===== src/psr_consts.vh =====
/*
  Constants of the pump status relay logic: register offsets, field
  positions, reset values and timing figures.
  Assumes a 20 MHz system clock; counts derive from the times below.
*/
`ifndef PSR_CONSTS_VH
`define PSR_CONSTS_VH

////////////////////////////////////////////////////////////////////////////////
// register indices on the axi4-lite bus; byte address is four times the index
`define PSR_OFS_CTRL 4'h0
`define PSR_OFS_SETP 4'h1
`define PSR_OFS_FREQ 4'h2
`define PSR_OFS_STAT 4'h3
`define PSR_OFS_IRQS 4'h4
`define PSR_OFS_IRQM 4'h5

////////////////////////////////////////////////////////////////////////////////
// field positions
`define PSR_CTRL_SWSTOP 0
`define PSR_IRQ_NORMAL 0
`define PSR_IRQ_ERROR 1
`define PSR_IRQ_FAIL 2
`define PSR_IRQ_CMD 3
`define PSR_IRQ_W 4

////////////////////////////////////////////////////////////////////////////////
// reset values
`define PSR_RST_CTRL 1'h0
`define PSR_RST_SETP 16'h03e8
`define PSR_RST_IRQM 4'h0

////////////////////////////////////////////////////////////////////////////////
// threshold as a fraction: freq * den >= setpoint * num
`define PSR_THR_NUM 5'h09
`define PSR_THR_DEN 5'h0a

////////////////////////////////////////////////////////////////////////////////
// timing: clock rate, debounce time, flash half period
`define PSR_CLK_KHZ 20000
`define PSR_DEB_TIME_US 5000
`define PSR_DEB_CYC ((`PSR_DEB_TIME_US * `PSR_CLK_KHZ) / 1000)
`define PSR_FLASH_TIME_MS 500
`define PSR_FLASH_CYC (`PSR_FLASH_TIME_MS * `PSR_CLK_KHZ)

`endif


===== src/psr_debounce.v =====
/*
  Two-flop synchroniser followed by a debounce filter for one pin.
  Assumes the pin is asynchronous to sys_clk_i; the output changes only
  after the synchronised level stayed stable for HOLD_CYC cycles.
*/
`timescale 1ns/1ps
module psr_debounce #(
  parameter integer HOLD_CYC = 100000
) (
  // clock and reset
  input wire sys_clk_i,
  input wire rstn_i,
  // raw pin and filtered level
  input wire pin_i,
  output reg level_o
);

  reg meta_q;
  reg sync_q;
  reg [23:0] cnt_q;

  // first flop is read by the second flop only
  always @(posedge sys_clk_i or negedge rstn_i) begin
    if (!rstn_i) begin
      meta_q <= 1'b0;
      sync_q <= 1'b0;
    end else begin
      meta_q <= pin_i;
      sync_q <= meta_q;
    end
  end

  // restart the count whenever the synchronised level agrees with the output, so bounce never passes
  always @(posedge sys_clk_i or negedge rstn_i) begin
    if (!rstn_i) begin
      cnt_q <= 24'h000000;
      level_o <= 1'b0;
    end else if (sync_q == level_o) begin
      cnt_q <= 24'h000000;
    end else if (cnt_q >= HOLD_CYC - 1) begin
      cnt_q <= 24'h000000;
      level_o <= sync_q;
    end else begin
      cnt_q <= cnt_q + 24'h000001;
    end
  end

endmodule


===== src/psr_tick_div.v =====
/*
  Divider that gives a one-cycle enable pulse every DIV_CYC clocks.
  Assumes DIV_CYC is at least 2 and fits in 24 bits.
*/
`timescale 1ns/1ps
module psr_tick_div #(
  parameter integer DIV_CYC = 1000
) (
  // clock and reset
  input wire sys_clk_i,
  input wire rstn_i,
  // enable pulse
  output reg tick_o
);

  reg [23:0] cnt_q;

  // free-running count, pulse on wrap
  always @(posedge sys_clk_i or negedge rstn_i) begin
    if (!rstn_i) begin
      cnt_q <= 24'h000000;
      tick_o <= 1'b0;
    end else if (cnt_q >= DIV_CYC - 1) begin
      cnt_q <= 24'h000000;
      tick_o <= 1'b1;
    end else begin
      cnt_q <= cnt_q + 24'h000001;
      tick_o <= 1'b0;
    end
  end

endmodule


===== src/psr_top.v =====
/*
  Pump status relay logic: decodes start/stop command, rotor turning,
  rotor frequency and error into drive enable, relays and indicators,
  with an axi4-lite register slave and one level interrupt.
  Assumes rotor_turning_i, rotor_freq_i and error_i come from logic on
  sys_clk_i; start_stop_i is a raw pin.
*/
// The AXI4-Lite slave port and the placing of the registers are this design's own decisions.
// Overview of operation
// - drive on only with start and no error
// - normal frequency at ninety percent of setpoint
// - normal relay active: start, rotor turning, normal freq, no error
// - normal relay passive on stop, ramps, coast
// - error relay active exactly while error present
// - red error indicator follows error only
// - status led steady green in normal, flashing when otherwise turning, else off
// - undefined input/output combination flags controller failure
`timescale 1ns/1ps
`include "psr_consts.vh"
module psr_top #(
  parameter integer DEB_CYC = `PSR_DEB_CYC,
  parameter integer FLASH_CYC = `PSR_FLASH_CYC
) (
  // clock and reset
  input wire sys_clk_i,
  input wire rstn_i,
  // pump conditions
  input wire start_stop_i,
  input wire rotor_turning_i,
  input wire [15:0] rotor_freq_i,
  input wire error_i,
  // drive, relays and indicators
  output reg motor_en_o,
  output reg relay_normal_o,
  output reg relay_error_o,
  output reg led_status_o,
  output reg led_error_o,
  output reg ctrl_fail_o,
  output reg irq_o,
  // axi4-lite write address
  input wire [31:0] s_axi_awaddr,
  input wire s_axi_awvalid,
  output reg s_axi_awready,
  // axi4-lite write data
  input wire [31:0] s_axi_wdata,
  input wire [3:0] s_axi_wstrb,
  input wire s_axi_wvalid,
  output reg s_axi_wready,
  // axi4-lite write response
  output reg [1:0] s_axi_bresp,
  output reg s_axi_bvalid,
  input wire s_axi_bready,
  // axi4-lite read address
  input wire [31:0] s_axi_araddr,
  input wire s_axi_arvalid,
  output reg s_axi_arready,
  // axi4-lite read data
  output reg [31:0] s_axi_rdata,
  output reg [1:0] s_axi_rresp,
  output reg s_axi_rvalid,
  input wire s_axi_rready
);

  localparam [1:0] RESP_OKAY = 2'b00;
  localparam [1:0] RESP_SLVERR = 2'b10;

  // pump operating modes, one-hot
  localparam [4:0] M_IDLE = 5'b00001;
  localparam [4:0] M_RAMP = 5'b00010;
  localparam [4:0] M_NORMAL = 5'b00100;
  localparam [4:0] M_ERROR = 5'b01000;
  localparam [4:0] M_FAIL = 5'b10000;

  //////////////////////////////////////////////////////////////////////////////
  // declarations

  wire start_deb;
  wire flash_tick;
  reg flash_q;
  reg ctrl_swstop_q;
  reg [15:0] setp_q;
  reg [3:0] irq_stat_q;
  reg [3:0] irq_stat_d;
  reg [3:0] irq_mask_q;
  reg [4:0] mode_q;
  reg [4:0] mode_d;
  reg cmd_q;
  reg aw_held_q;
  reg w_held_q;
  reg [3:0] aw_idx_q;
  reg [31:0] wdata_q;
  reg [3:0] wstrb_q;
  wire cmd_start;
  wire at_norm;
  wire bad_input;
  wire bad_output;
  wire [20:0] freq_scaled;
  wire [20:0] setp_scaled;
  wire wr_fire;
  wire rd_fire;
  wire [3:0] rd_idx;
  reg [31:0] rd_data;
  reg rd_hit;

  //////////////////////////////////////////////////////////////////////////////
  // pin conditioning and slow timing

  // contact bounce would otherwise toggle the drive and the relays
  psr_debounce #(
    .HOLD_CYC(DEB_CYC)
  ) u_start_deb (
    .sys_clk_i(sys_clk_i),
    .rstn_i(rstn_i),
    .pin_i(start_stop_i),
    .level_o(start_deb)
  );

  // flash rate for the status indicator
  psr_tick_div #(
    .DIV_CYC(FLASH_CYC)
  ) u_flash_div (
    .sys_clk_i(sys_clk_i),
    .rstn_i(rstn_i),
    .tick_o(flash_tick)
  );

  // flash phase toggles on each divider pulse
  always @(posedge sys_clk_i or negedge rstn_i) begin
    if (!rstn_i) begin
      flash_q <= 1'b0;
    end else if (flash_tick) begin
      flash_q <= ~flash_q;
    end
  end

  //////////////////////////////////////////////////////////////////////////////
  // condition decode

  // software stop overrides the pin, so a bus master can halt the pump
  assign cmd_start = start_deb & ~ctrl_swstop_q;

  // compare freq*10 against setpoint*9, avoiding a divider
  assign freq_scaled = rotor_freq_i * `PSR_THR_DEN;
  assign setp_scaled = setp_q * `PSR_THR_NUM;
  assign at_norm = (freq_scaled >= setp_scaled);

  // normal frequency without a turning rotor is not a listed state
  assign bad_input = at_norm & ~rotor_turning_i;

  // both relays active at once, drive on with error, or normal relay with drive off, cannot occur
  assign bad_output = (relay_normal_o & relay_error_o) |
                      (motor_en_o & relay_error_o) |
                      (relay_normal_o & ~motor_en_o);

  // operating mode from the present conditions
  always @* begin
    if (bad_input | bad_output) begin
      mode_d = M_FAIL;
    end else if (error_i) begin
      mode_d = M_ERROR;
    end else if (cmd_start & rotor_turning_i & at_norm) begin
      mode_d = M_NORMAL;
    end else if (rotor_turning_i | cmd_start) begin
      mode_d = M_RAMP;
    end else begin
      mode_d = M_IDLE;
    end
  end

  //////////////////////////////////////////////////////////////////////////////
  // registered outputs

  // every output comes straight from a flop; one cycle after the inputs
  always @(posedge sys_clk_i or negedge rstn_i) begin
    if (!rstn_i) begin
      mode_q <= M_IDLE;
      motor_en_o <= 1'b0;
      relay_normal_o <= 1'b0;
      relay_error_o <= 1'b0;
      led_status_o <= 1'b0;
      led_error_o <= 1'b0;
      ctrl_fail_o <= 1'b0;
      cmd_q <= 1'b0;
    end else begin
      mode_q <= mode_d;
      cmd_q <= cmd_start;
      motor_en_o <= cmd_start & ~error_i;
      relay_normal_o <= cmd_start & rotor_turning_i & at_norm & ~error_i;
      relay_error_o <= error_i;
      led_error_o <= error_i;
      ctrl_fail_o <= (mode_d == M_FAIL);
      case (1'b1)
        // steady green only in normal operation
        (cmd_start & rotor_turning_i & at_norm & ~error_i): begin
          led_status_o <= 1'b1;
        end
        // flashing while turning in any other situation
        rotor_turning_i: begin
          led_status_o <= flash_q;
        end
        default: begin
          led_status_o <= 1'b0;
        end
      endcase
    end
  end

  //////////////////////////////////////////////////////////////////////////////
  // interrupt status

  // events: entering normal, error rise, failure rise, command change;
  // a read clears the bits but a same-cycle event still sets them
  always @* begin
    irq_stat_d = irq_stat_q;
    if (rd_fire && rd_idx == `PSR_OFS_IRQS) begin
      irq_stat_d = 4'h0;
    end
    if (mode_d == M_NORMAL && mode_q != M_NORMAL) begin
      irq_stat_d[`PSR_IRQ_NORMAL] = 1'b1;
    end
    if (error_i && !relay_error_o) begin
      irq_stat_d[`PSR_IRQ_ERROR] = 1'b1;
    end
    if (mode_d == M_FAIL && !ctrl_fail_o) begin
      irq_stat_d[`PSR_IRQ_FAIL] = 1'b1;
    end
    if (cmd_start != cmd_q) begin
      irq_stat_d[`PSR_IRQ_CMD] = 1'b1;
    end
  end

  // sticky status and the level interrupt behind the mask
  always @(posedge sys_clk_i or negedge rstn_i) begin
    if (!rstn_i) begin
      irq_stat_q <= 4'h0;
      irq_o <= 1'b0;
    end else begin
      irq_stat_q <= irq_stat_d;
      irq_o <= |(irq_stat_d & irq_mask_q);
    end
  end

  //////////////////////////////////////////////////////////////////////////////
  // axi4-lite write path

  assign wr_fire = aw_held_q & w_held_q & ~s_axi_bvalid;

  // address and data are taken independently, in either order
  always @(posedge sys_clk_i or negedge rstn_i) begin
    if (!rstn_i) begin
      aw_held_q <= 1'b0;
      w_held_q <= 1'b0;
      aw_idx_q <= 4'h0;
      wdata_q <= 32'h00000000;
      wstrb_q <= 4'h0;
      s_axi_awready <= 1'b1;
      s_axi_wready <= 1'b1;
      s_axi_bvalid <= 1'b0;
      s_axi_bresp <= RESP_OKAY;
    end else begin
      if (s_axi_awvalid && s_axi_awready) begin
        aw_held_q <= 1'b1;
        aw_idx_q <= s_axi_awaddr[5:2];
        s_axi_awready <= 1'b0;
      end
      if (s_axi_wvalid && s_axi_wready) begin
        w_held_q <= 1'b1;
        wdata_q <= s_axi_wdata;
        wstrb_q <= s_axi_wstrb;
        s_axi_wready <= 1'b0;
      end
      if (wr_fire) begin
        s_axi_bvalid <= 1'b1;
        if (aw_idx_q <= `PSR_OFS_IRQM && s_axi_awaddr[31:6] == 26'h0000000) begin
          s_axi_bresp <= RESP_OKAY;
        end else begin
          s_axi_bresp <= RESP_OKAY;
        end
        if (aw_idx_q > `PSR_OFS_IRQM) begin
          s_axi_bresp <= RESP_SLVERR;
        end
      end
      if (s_axi_bvalid && s_axi_bready) begin
        s_axi_bvalid <= 1'b0;
        aw_held_q <= 1'b0;
        w_held_q <= 1'b0;
        s_axi_awready <= 1'b1;
        s_axi_wready <= 1'b1;
      end
    end
  end

  // writable registers, byte lanes honoured
  always @(posedge sys_clk_i or negedge rstn_i) begin
    if (!rstn_i) begin
      ctrl_swstop_q <= `PSR_RST_CTRL;
      setp_q <= `PSR_RST_SETP;
      irq_mask_q <= `PSR_RST_IRQM;
    end else if (wr_fire) begin
      case (aw_idx_q)
        `PSR_OFS_CTRL: begin
          if (wstrb_q[0]) begin
            ctrl_swstop_q <= wdata_q[`PSR_CTRL_SWSTOP];
          end
        end
        `PSR_OFS_SETP: begin
          if (wstrb_q[0]) begin
            setp_q[7:0] <= wdata_q[7:0];
          end
          if (wstrb_q[1]) begin
            setp_q[15:8] <= wdata_q[15:8];
          end
        end
        `PSR_OFS_IRQM: begin
          if (wstrb_q[0]) begin
            irq_mask_q <= wdata_q[3:0];
          end
        end
        default: begin
          ctrl_swstop_q <= ctrl_swstop_q;
        end
      endcase
    end
  end

  //////////////////////////////////////////////////////////////////////////////
  // axi4-lite read path

  assign rd_fire = s_axi_arvalid & s_axi_arready;
  assign rd_idx = s_axi_araddr[5:2];

  // read mux; status shows live conditions and output state
  always @* begin
    rd_hit = 1'b1;
    rd_data = 32'h00000000;
    case (rd_idx)
      `PSR_OFS_CTRL: rd_data[0] = ctrl_swstop_q;
      `PSR_OFS_SETP: rd_data[15:0] = setp_q;
      `PSR_OFS_FREQ: rd_data[15:0] = rotor_freq_i;
      `PSR_OFS_STAT: begin
        rd_data[4:0] = mode_q;
        rd_data[8] = cmd_start;
        rd_data[9] = rotor_turning_i;
        rd_data[10] = at_norm;
        rd_data[11] = error_i;
        rd_data[16] = motor_en_o;
        rd_data[17] = relay_normal_o;
        rd_data[18] = relay_error_o;
        rd_data[19] = led_status_o;
        rd_data[20] = led_error_o;
        rd_data[21] = ctrl_fail_o;
      end
      `PSR_OFS_IRQS: rd_data[3:0] = irq_stat_q;
      `PSR_OFS_IRQM: rd_data[3:0] = irq_mask_q;
      default: rd_hit = 1'b0;
    endcase
  end

  // one read outstanding; arready drops while the answer waits
  always @(posedge sys_clk_i or negedge rstn_i) begin
    if (!rstn_i) begin
      s_axi_arready <= 1'b1;
      s_axi_rvalid <= 1'b0;
      s_axi_rdata <= 32'h00000000;
      s_axi_rresp <= RESP_OKAY;
    end else if (rd_fire) begin
      s_axi_arready <= 1'b0;
      s_axi_rvalid <= 1'b1;
      s_axi_rdata <= rd_data;
      s_axi_rresp <= rd_hit ? RESP_OKAY : RESP_SLVERR;
    end else if (s_axi_rvalid && s_axi_rready) begin
      s_axi_rvalid <= 1'b0;
      s_axi_arready <= 1'b1;
    end
  end

endmodule


===== config.mk =====
export PLATFORM = sky130hd
export DESIGN_NAME = psr_top
export DESIGN_NICKNAME = d
export VERILOG_FILES = /design/src/psr_debounce.v /design/src/psr_tick_div.v /design/src/psr_top.v
export VERILOG_INCLUDE_DIRS = /design/src
export SDC_FILE = /design/constraint.sdc
export NUM_CORES = 1
export LEC_CHECK = 0
export ABC_AREA = 1
export BUFFER_PORTS_ARGS = -buffer_cell sky130_fd_sc_hd__buf_4
export CORE_UTILIZATION = 45
export CTS_BUF_LIST = sky130_fd_sc_hd__clkbuf_8
export CTS_CLUSTER_DIAMETER = 100
export DETAILED_ROUTE_END_ITERATION = 8
export GPL_TIMING_DRIVEN = 0
export PLACE_DENSITY = 0.7
export SLEW_MARGIN = 25
export SYNTH_ARGS = -nofsm -noshare
export SYNTH_HDL_FRONTEND = slang
export SYNTH_SLANG_ARGS = --single-unit

===== constraint.sdc =====
create_clock -name sys_clk_i -period 3 [get_ports sys_clk_i]
set_input_delay 0.75 -clock sys_clk_i [delete_from_list [all_inputs] [get_ports sys_clk_i]]
set_output_delay 0.75 -clock sys_clk_i [all_outputs]
set_load 0.03 [all_outputs]

# [Yosys cells after proc, flatten, opt, wreduce, memory -nomap -nowiden]
# Index checks and enable logic that the tools add are counted.
[totals] register_bits=145 inputBits=126 output_inout_bits=48 word_cells=139
[classes] addsub=2 n_mul=2 n_lt_le_gt_ge=4 eq_ne=12 muxes=39 bitwise_logic=24 n_reduce_logical=23
[ops] op="24-bit 2-to-1 mux" n=3
[ops] op="24-bit by 1-bit adder with 24-bit output (second input constant)" n=2
[ops] op="24-bit by 17-bit greater-or-equal comparator with 1-bit output (second input constant)" n=1
[ops] op="24-bit greater-or-equal comparator (second input constant)" n=1
[ops] op="1-bit 2-to-1 mux" n=22
[ops] op="20-bit greater-or-equal comparator" n=1
[ops] op="16-bit by 4-bit multiplier with 20-bit output (second input constant)" n=1
[ops] op="16-bit by 3-bit multiplier with 19-bit output (second input constant)" n=1
[ops] op="5-bit 2-to-1 mux" n=3
[ops] op="3-bit one-hot mux with 5 select lines" n=1
[ops] op="1-bit AND" n=12
[ops] op="4-bit by 3-bit == test with 1-bit output (second input constant)" n=3
[ops] op="4-bit one-hot mux with 3 select lines" n=1
[ops] op="3-bit AND reduction" n=4
[ops] op="4-bit by 1-bit == test with 1-bit output (second input constant)" n=2
[ops] op="4-bit by 2-bit == test with 1-bit output (second input constant)" n=2
[ops] op="1-bit logical AND" n=8
[ops] op="4-bit logical NOT" n=2
[ops] op="4-bit one-hot mux with 2 select lines" n=1
[ops] op="2-bit nonzero test" n=4
[ops] op="1-bit inverter" n=7
[ops] op="2-bit 2-to-1 mux" n=3
[ops] op="6-bit 2-to-1 mux" n=1
[ops] op="1-bit one-hot mux with 6 select lines" n=1
[ops] op="other kinds (15)" n=19

# [Logic depth before layout (Yosys ltp)]
[logic_depth] word_depth=12 ltp_mapped=24 ltp_nobuf=24

# [Modules after synthesis]
# Synthesis repeated with hierarchy kept, for this count alone.
[hier_totals] cells_unflattened=1063 hier_area_um2=8683.3
[by_module_without_submodules] module="psr_top" n_inst=1 cells_each=710 area_each_um2=5873.1 seq_area_each_um2=2264.7
[by_module_without_submodules] module="psr_tick_div" n_inst=1 cells_each=210 area_each_um2=1505.2 seq_area_each_um2=625.6
[by_module_without_submodules] module="psr_debounce" n_inst=1 cells_each=143 area_each_um2=1305.0 seq_area_each_um2=675.6

# [Least setup slack after synthesis]
# OpenSTA, ideal clock, no wires.
[synth_path] path_type="input port to flip-flop" from="in rotor_freq_i[1]" to="reg irq_o" setup_time_ns=0.121 arrival_time_ns=3.655 t_required_ns=2.879 slack_ns=-0.776 path_stages=22 path_buffers=0 path_cell_list="ha_1 -> ha_1 -> inv_1 -> fa_1 -> nor4_1 -> nor2_1 -> o21ai_0 -> a21oi_1 -> xnor2_1 -> ha_1 -> nand2_1 -> inv_1 -> nand2_1 -> nand2_1 -> a21oi_1 -> nand3_2 -> nand2_1 -> nand2_1 -> nand2_1 -> nand2_1 -> a21oi_1 -> nand2_1"
[synth_via] elab_cells_between_ends=16 classes_between="mul: 1; order compare: 1; eq/ne: 2; mux: 5; bitwise: 4; reduce/logical: 3"
[synth_lines] element="from (decl)" line_no="psr_top.v:30" text="input wire [15:0] rotor_freq_i,"
[synth_lines] element="16-bit by 3-bit multiplier with 19-bit output (no line)"
[synth_lines] element="20-bit greater-or-equal comparator" line_no="psr_top.v:145" text="assign at_norm = (freq_scaled >= setp_scaled);"
[synth_lines] element="1-bit AND" line_no="psr_top.v:148" text="assign bad_input = at_norm & ~rotor_turning_i;"
[synth_lines] element="1-bit OR" line_no="psr_top.v:157" text="if (bad_input | bad_output) begin"
[synth_lines] element="5-bit 2-to-1 mux" line_no="psr_top.v:157"
[synth_lines] element="via mode_d[4]" line_no="psr_top.v:86" text="reg [4:0] mode_d;"
[synth_lines] element="5-bit == test" line_no="psr_top.v:224" text="if (mode_d == M_FAIL && !ctrl_fail_o) begin"
[synth_lines] element="1-bit logical AND" line_no="psr_top.v:224"
[synth_lines] element="1-bit 2-to-1 mux" line_no="psr_top.v:224"
[synth_lines] element="via irq_stat_d[2]" line_no="psr_top.v:83" text="reg [3:0] irq_stat_d;"
[synth_lines] element="4-bit AND" line_no="psr_top.v:239" text="irq_o <= |(irq_stat_d & irq_mask_q);"
[synth_lines] element="4-bit OR reduction" line_no="psr_top.v:239"
[synth_lines] element="to (signal assigned)" line_no="psr_top.v:239"
[synth_lines] element="to (decl)" line_no="psr_top.v:39" text="output reg irq_o,"
# The timed path passes the listed nets, and every way through them passes these cells.
# A chain may end at the register's enable or synchronous reset.

# [Worst setup path in the final report]
[layout_path] from="in rotor_freq_i[3]" to="reg mode_q[0]"
[layout_via] elab_chain_cells=6 elab_cells_between_ends=8 classes_between="mul: 1; order compare: 1; mux: 3; bitwise: 3"
[layout_lines] element="16-bit by 3-bit multiplier with 19-bit output (no line) *"
[layout_lines] element="20-bit greater-or-equal comparator *" line_no="psr_top.v:145"
[layout_lines] element="1-bit AND" line_no="psr_top.v:161" text="end else if (cmd_start & rotor_turning_i & at_norm) begin"
[layout_lines] element="5-bit 2-to-1 mux" line_no="psr_top.v:161"
[layout_lines] element="5-bit 2-to-1 mux" line_no="psr_top.v:159" text="end else if (error_i) begin"
[layout_lines] element="5-bit 2-to-1 mux *" line_no="psr_top.v:157"
[layout_lines] element="via mode_d[0]" line_no="psr_top.v:86"
[layout_lines] element="to (signal assigned)" line_no="psr_top.v:185" text="mode_q <= mode_d;"
[layout_lines] element="to (decl)" line_no="psr_top.v:85" text="reg [4:0] mode_q;"
# Mark *: on every way through the listed nets, which the timed path passes. The rest lies on a longest branch.

==> summary.md <==
| Metric | Value |
|---|---|
| Status | finished, violations left |
| Violated checks | negative setup slack |
| Ys async rst share | between 90% and 100% |
| Met3 wire len | around 1100 microns |
| Adder-Cell Fraction of Synth Area | 11.8% |
| Largest net degree at the start of global routing | just over 80 |
| Multiplexer area fraction after synthesis | less than 1% |
| Clk_lat worst skew | approximately 0.46 ns |
| Highest metal used | met4 |
| Drt pass-1 iters | 5 |
| Largest family of logic cells by synthesized area | simple AND/OR/NAND/NOR gates |
| Share of layout cells above drive strength 1 | 26.6% |
| Post-synthesis sequential area ratio | a little over two fifths |
| Post-synth EDFFs | 0 |
| Synth warn | 0 |
| WL met1 | roughly 9100 microns |
| DP Cell Count | about 1,300 |
| Final Power | between 0.007 and 0.008 W |
| Startpoint types | input pin |
| WL met2 | slightly above 9000 microns |
| Final setup vio count | 12 |
| CTS tree | built |
| Max-slew headroom at the worst pin | approximately three fifths |
| Die height | roughly 140 microns |
| Hold Violations, Final | 0 |
| Final layout net count | about 1,300 |
| Max-cap violations | 0 |
| Area grow syn2layout | 27.9% |
| Post-Syn Area | 8290 sq um |
| Clock slew at reported path FFs | 0.08 ns |
| Initial Util | 46.0% |
| Worst Tran Pin Value | around 0.6 ns |
| Vias/cell | between 5 and 6 |
| TritonCTS Sinks | about 140 |
| CORE AREA | around 18,000 sq um |
| Worst IR drop on VDD | around 500 uV |
| Synth Area in Compound Gates | between 10% and 20% |
| Fin cells | about 1,400 |
| Crit Path Max Fanout | 4 |
| Leakage power | 4.99 nW |
| Top Ports | 174 |
| Root Driver | clkbuf_8 |
| Worst hold margin | around 0.22 ns |
| DR WL/cell | about 14 microns |
| Critical Path AT | just under 4 ns |
| Max-slew violations | 0 |
| Post-DRT Antenna Nets | 0 |
| Diodes inserted | 0 |
| Final worst-path cycle share | 118% |
| Die ar. | roughly 19,000 sq um |
| Die Span X | ~140 microns |
| # port buffers | 87 |
| Routability Congestion | between 0.8 and 0.9 |
| WP data required | between 3 and 4 ns |
| Highest clock rate | 282 MHz |
| Fin crit period | between 3 and 4 ns |
| Post-CTS Hold Fix Bufs | 0 |
| CTS Buffer Depth | 2 |
| Pwr Density | approximately 710 nW/um^2 |
| Detailed Route WL | between 15,000 and 20,000 microns |
| Synthesized flop and latch total | about 140 |
| CTS buffer count | 17 |
| Crit end category | flip-flop |
| Initial antenna violation count | 0 |
| Layout filler cell count | about 1,500 |
| DRT iter0 DRCs | 470 |
| Critical path type | in -> reg |
| Top_reg_cell synth | dfrtp_1 |
| Global-route wire length before repair | 31,000 microns |
| RSZ-0062 raised after global routing | yes |
| Overflow after GRT | 0 |
| Synth Area in Simple Gates | between 20% and 30% |
| Vias | 7,076 |
| HPWL after DPL | 13,800 microns |
| CTS H-Tree Depth | 4 |
| XOR/XNOR share of the synthesized area | under 10% |
| Distinct cells, synth | 53 |
| DRC | 0 |
| Syn_area_per_cell | 8.50 sq um |
| Site Rows | about 50 |
| Layout Skew | between 0.01 and 0.015 ns |
| Syn Inst Count | around 980 |
| TNS Setup | -4.86 ns |
| Worst setup margin | -0.541 ns |
| Gr usage total | between 20% and 30% |
| Vias in the first global route | roughly 6,400 |
| Min-Delay Path Class | in -> async |
flip-flops by register name, indices dropped and copies added (netlist names), 2 cells and up:
| signal | cells |
|---|---|
| u_start_deb.cnt_q | 24 |
| u_flash_div.cnt_q | 24 |
| irq_stat_q | 4 |
| setp_q | 16 |
| mode_q | 5 |
| wstrb_q | 2 |
| wdata_q | 16 |
| aw_idx_q | 4 |
| irq_mask_q | 4 |
| s_axi_rdata | 21 |
stage by stage:
step	util (%)	instance area [sq um]	setup WS, ns
2_1_floorplan	-	8440	-0.478
3_3_place_gp	52.0	9380	-1.01
3_5_place_dp	52.2	9410	-1.06
4_1_cts	56.2	10100	-0.462
5_1_grt	58.8	10600	-0.644
6_report	58.8	10600	-0.541
layout by cell type, fill, tap and decap left out, types with 15 or more instances in the layout:
| cell type | n |
|---|---|
| a21oi_1 | 37 |
| buf_4 | 124 |
| clkbuf_8 | 18 |
| conb_1 | 19 |
| dfrtp_1 | 130 |
| ha_1 | 50 |
| ha_4 | 23 |
| inv_1 | 102 |
| nand2_1 | 204 |
| nand3_1 | 22 |
| nor2_1 | 73 |
| nor2_2 | 15 |
| nor3_1 | 18 |
| o21ai_0 | 71 |
| xnor2_1 | 16 |
| xor2_1 | 25 |
Yosys cell counts (all sizes together), types with 3 or more instances:
cell type	instances	area share, %
o31ai	4	0.36
nor3	24	1.7
nand4	8	0.75
a221oi	5	0.53
clkbuf	9	0.41
nor3b	6	0.54
xnor2	17	1.8
dfrtp	132	40
o21ai	79	4.8
buf	19	1.8
xor2	26	2.7
a31oi	14	1.1
and3	3	0.32
ha	75	11
dfstp	10	3.2
a21oi	54	3.3
nor2	97	5.2
nand3	29	2.0
nand2	222	10
inv	108	4.9
o22ai	3	0.23
nor4	10	0.75
layer usage:
| layer | global-route usage, % | vias up |
|---|---|---|
| met5 | 0 | - |
| met4 | 6.22 | 0 |
| met3 | 4.64 | 29 |
| met2 | 33.0 | 188 |
| met1 | 28.7 | 3342 |
| li1 | - | 3517 |
report_power, final:
part	switching (W)	total [W]	internal (W)
clock network	0.000777	0.00162	0.000845
registers	0.000321	0.00271	0.00239
logic	0.00186	0.00323	0.00136
cells by family after synthesis:
group | Yosys count
compound gates | 172
xor+xnor | 43
fa+ha+maj | 77
buf+inv | 138
flops | 142
mux | 1
other cells | 1
simple gates | 402
path summary, 6_finish.rpt:
check | start | end | slack, ns | cells past startpoint
min | rstn_i | s_axi_rdata[17]$_DFFE_PN0P_ | 0.22 | 1
max in group asynchronous | rstn_i | s_axi_wready$_DFFE_PN1P_ | 1.97 | 2
min reg2reg | u_start_deb.meta_q$_DFF_PN0_ | u_start_deb.sync_q$_DFF_PN0_ | 0.38 | 0
max | rotor_freq_i[3] | mode_q[0]$_DFF_PN1_ | -0.54 | 22
min in group sys_clk_i | u_start_deb.meta_q$_DFF_PN0_ | u_start_deb.sync_q$_DFF_PN0_ | 0.38 | 0
max reg2reg | setp_q[8]$_DFFE_PN1P_ | mode_q[0]$_DFF_PN1_ | -0.50 | 20
cell type report:
cell class                 instances  area, sq um  share of cell area, %
timing repair buffer             116          933                   8.80
clock buffer                      18          248                   2.34
buffer                            28          179                   1.69
tap                              229          287                   2.70
multi-input combinational        714         4810                   45.3
sequential                       142         3570                   33.6
inverter                         110          415                   3.92
clock inverter                    14          169                   1.59
critical path, cell delays in order:
cell     delay (ns)
buf_8          0.11
ha_4           0.26
ha_4           0.13
inv_2          0.03
fa_2           0.37
nor4_4         0.33
nor2_4         0.08
o21ai_2        0.21
a21oi_2        0.09
xnor2_1        0.14
ha_1           0.31
nand2_2        0.10
inv_2          0.05
nand2_2        0.06
nand2_2        0.06
a21oi_4        0.16
nand3_4        0.14
nand2_4        0.10
nand2_4        0.07
buf_4          0.15
buf_6          0.13
nor3_4         0.10
what timing repair did:
item	CTS	global route
buffers inserted	11	17
setup endpoints to repair	12	12
resized for setup	47	59
pin swaps	24	37
No activity file was read; power rests on OpenSTA's default activity.
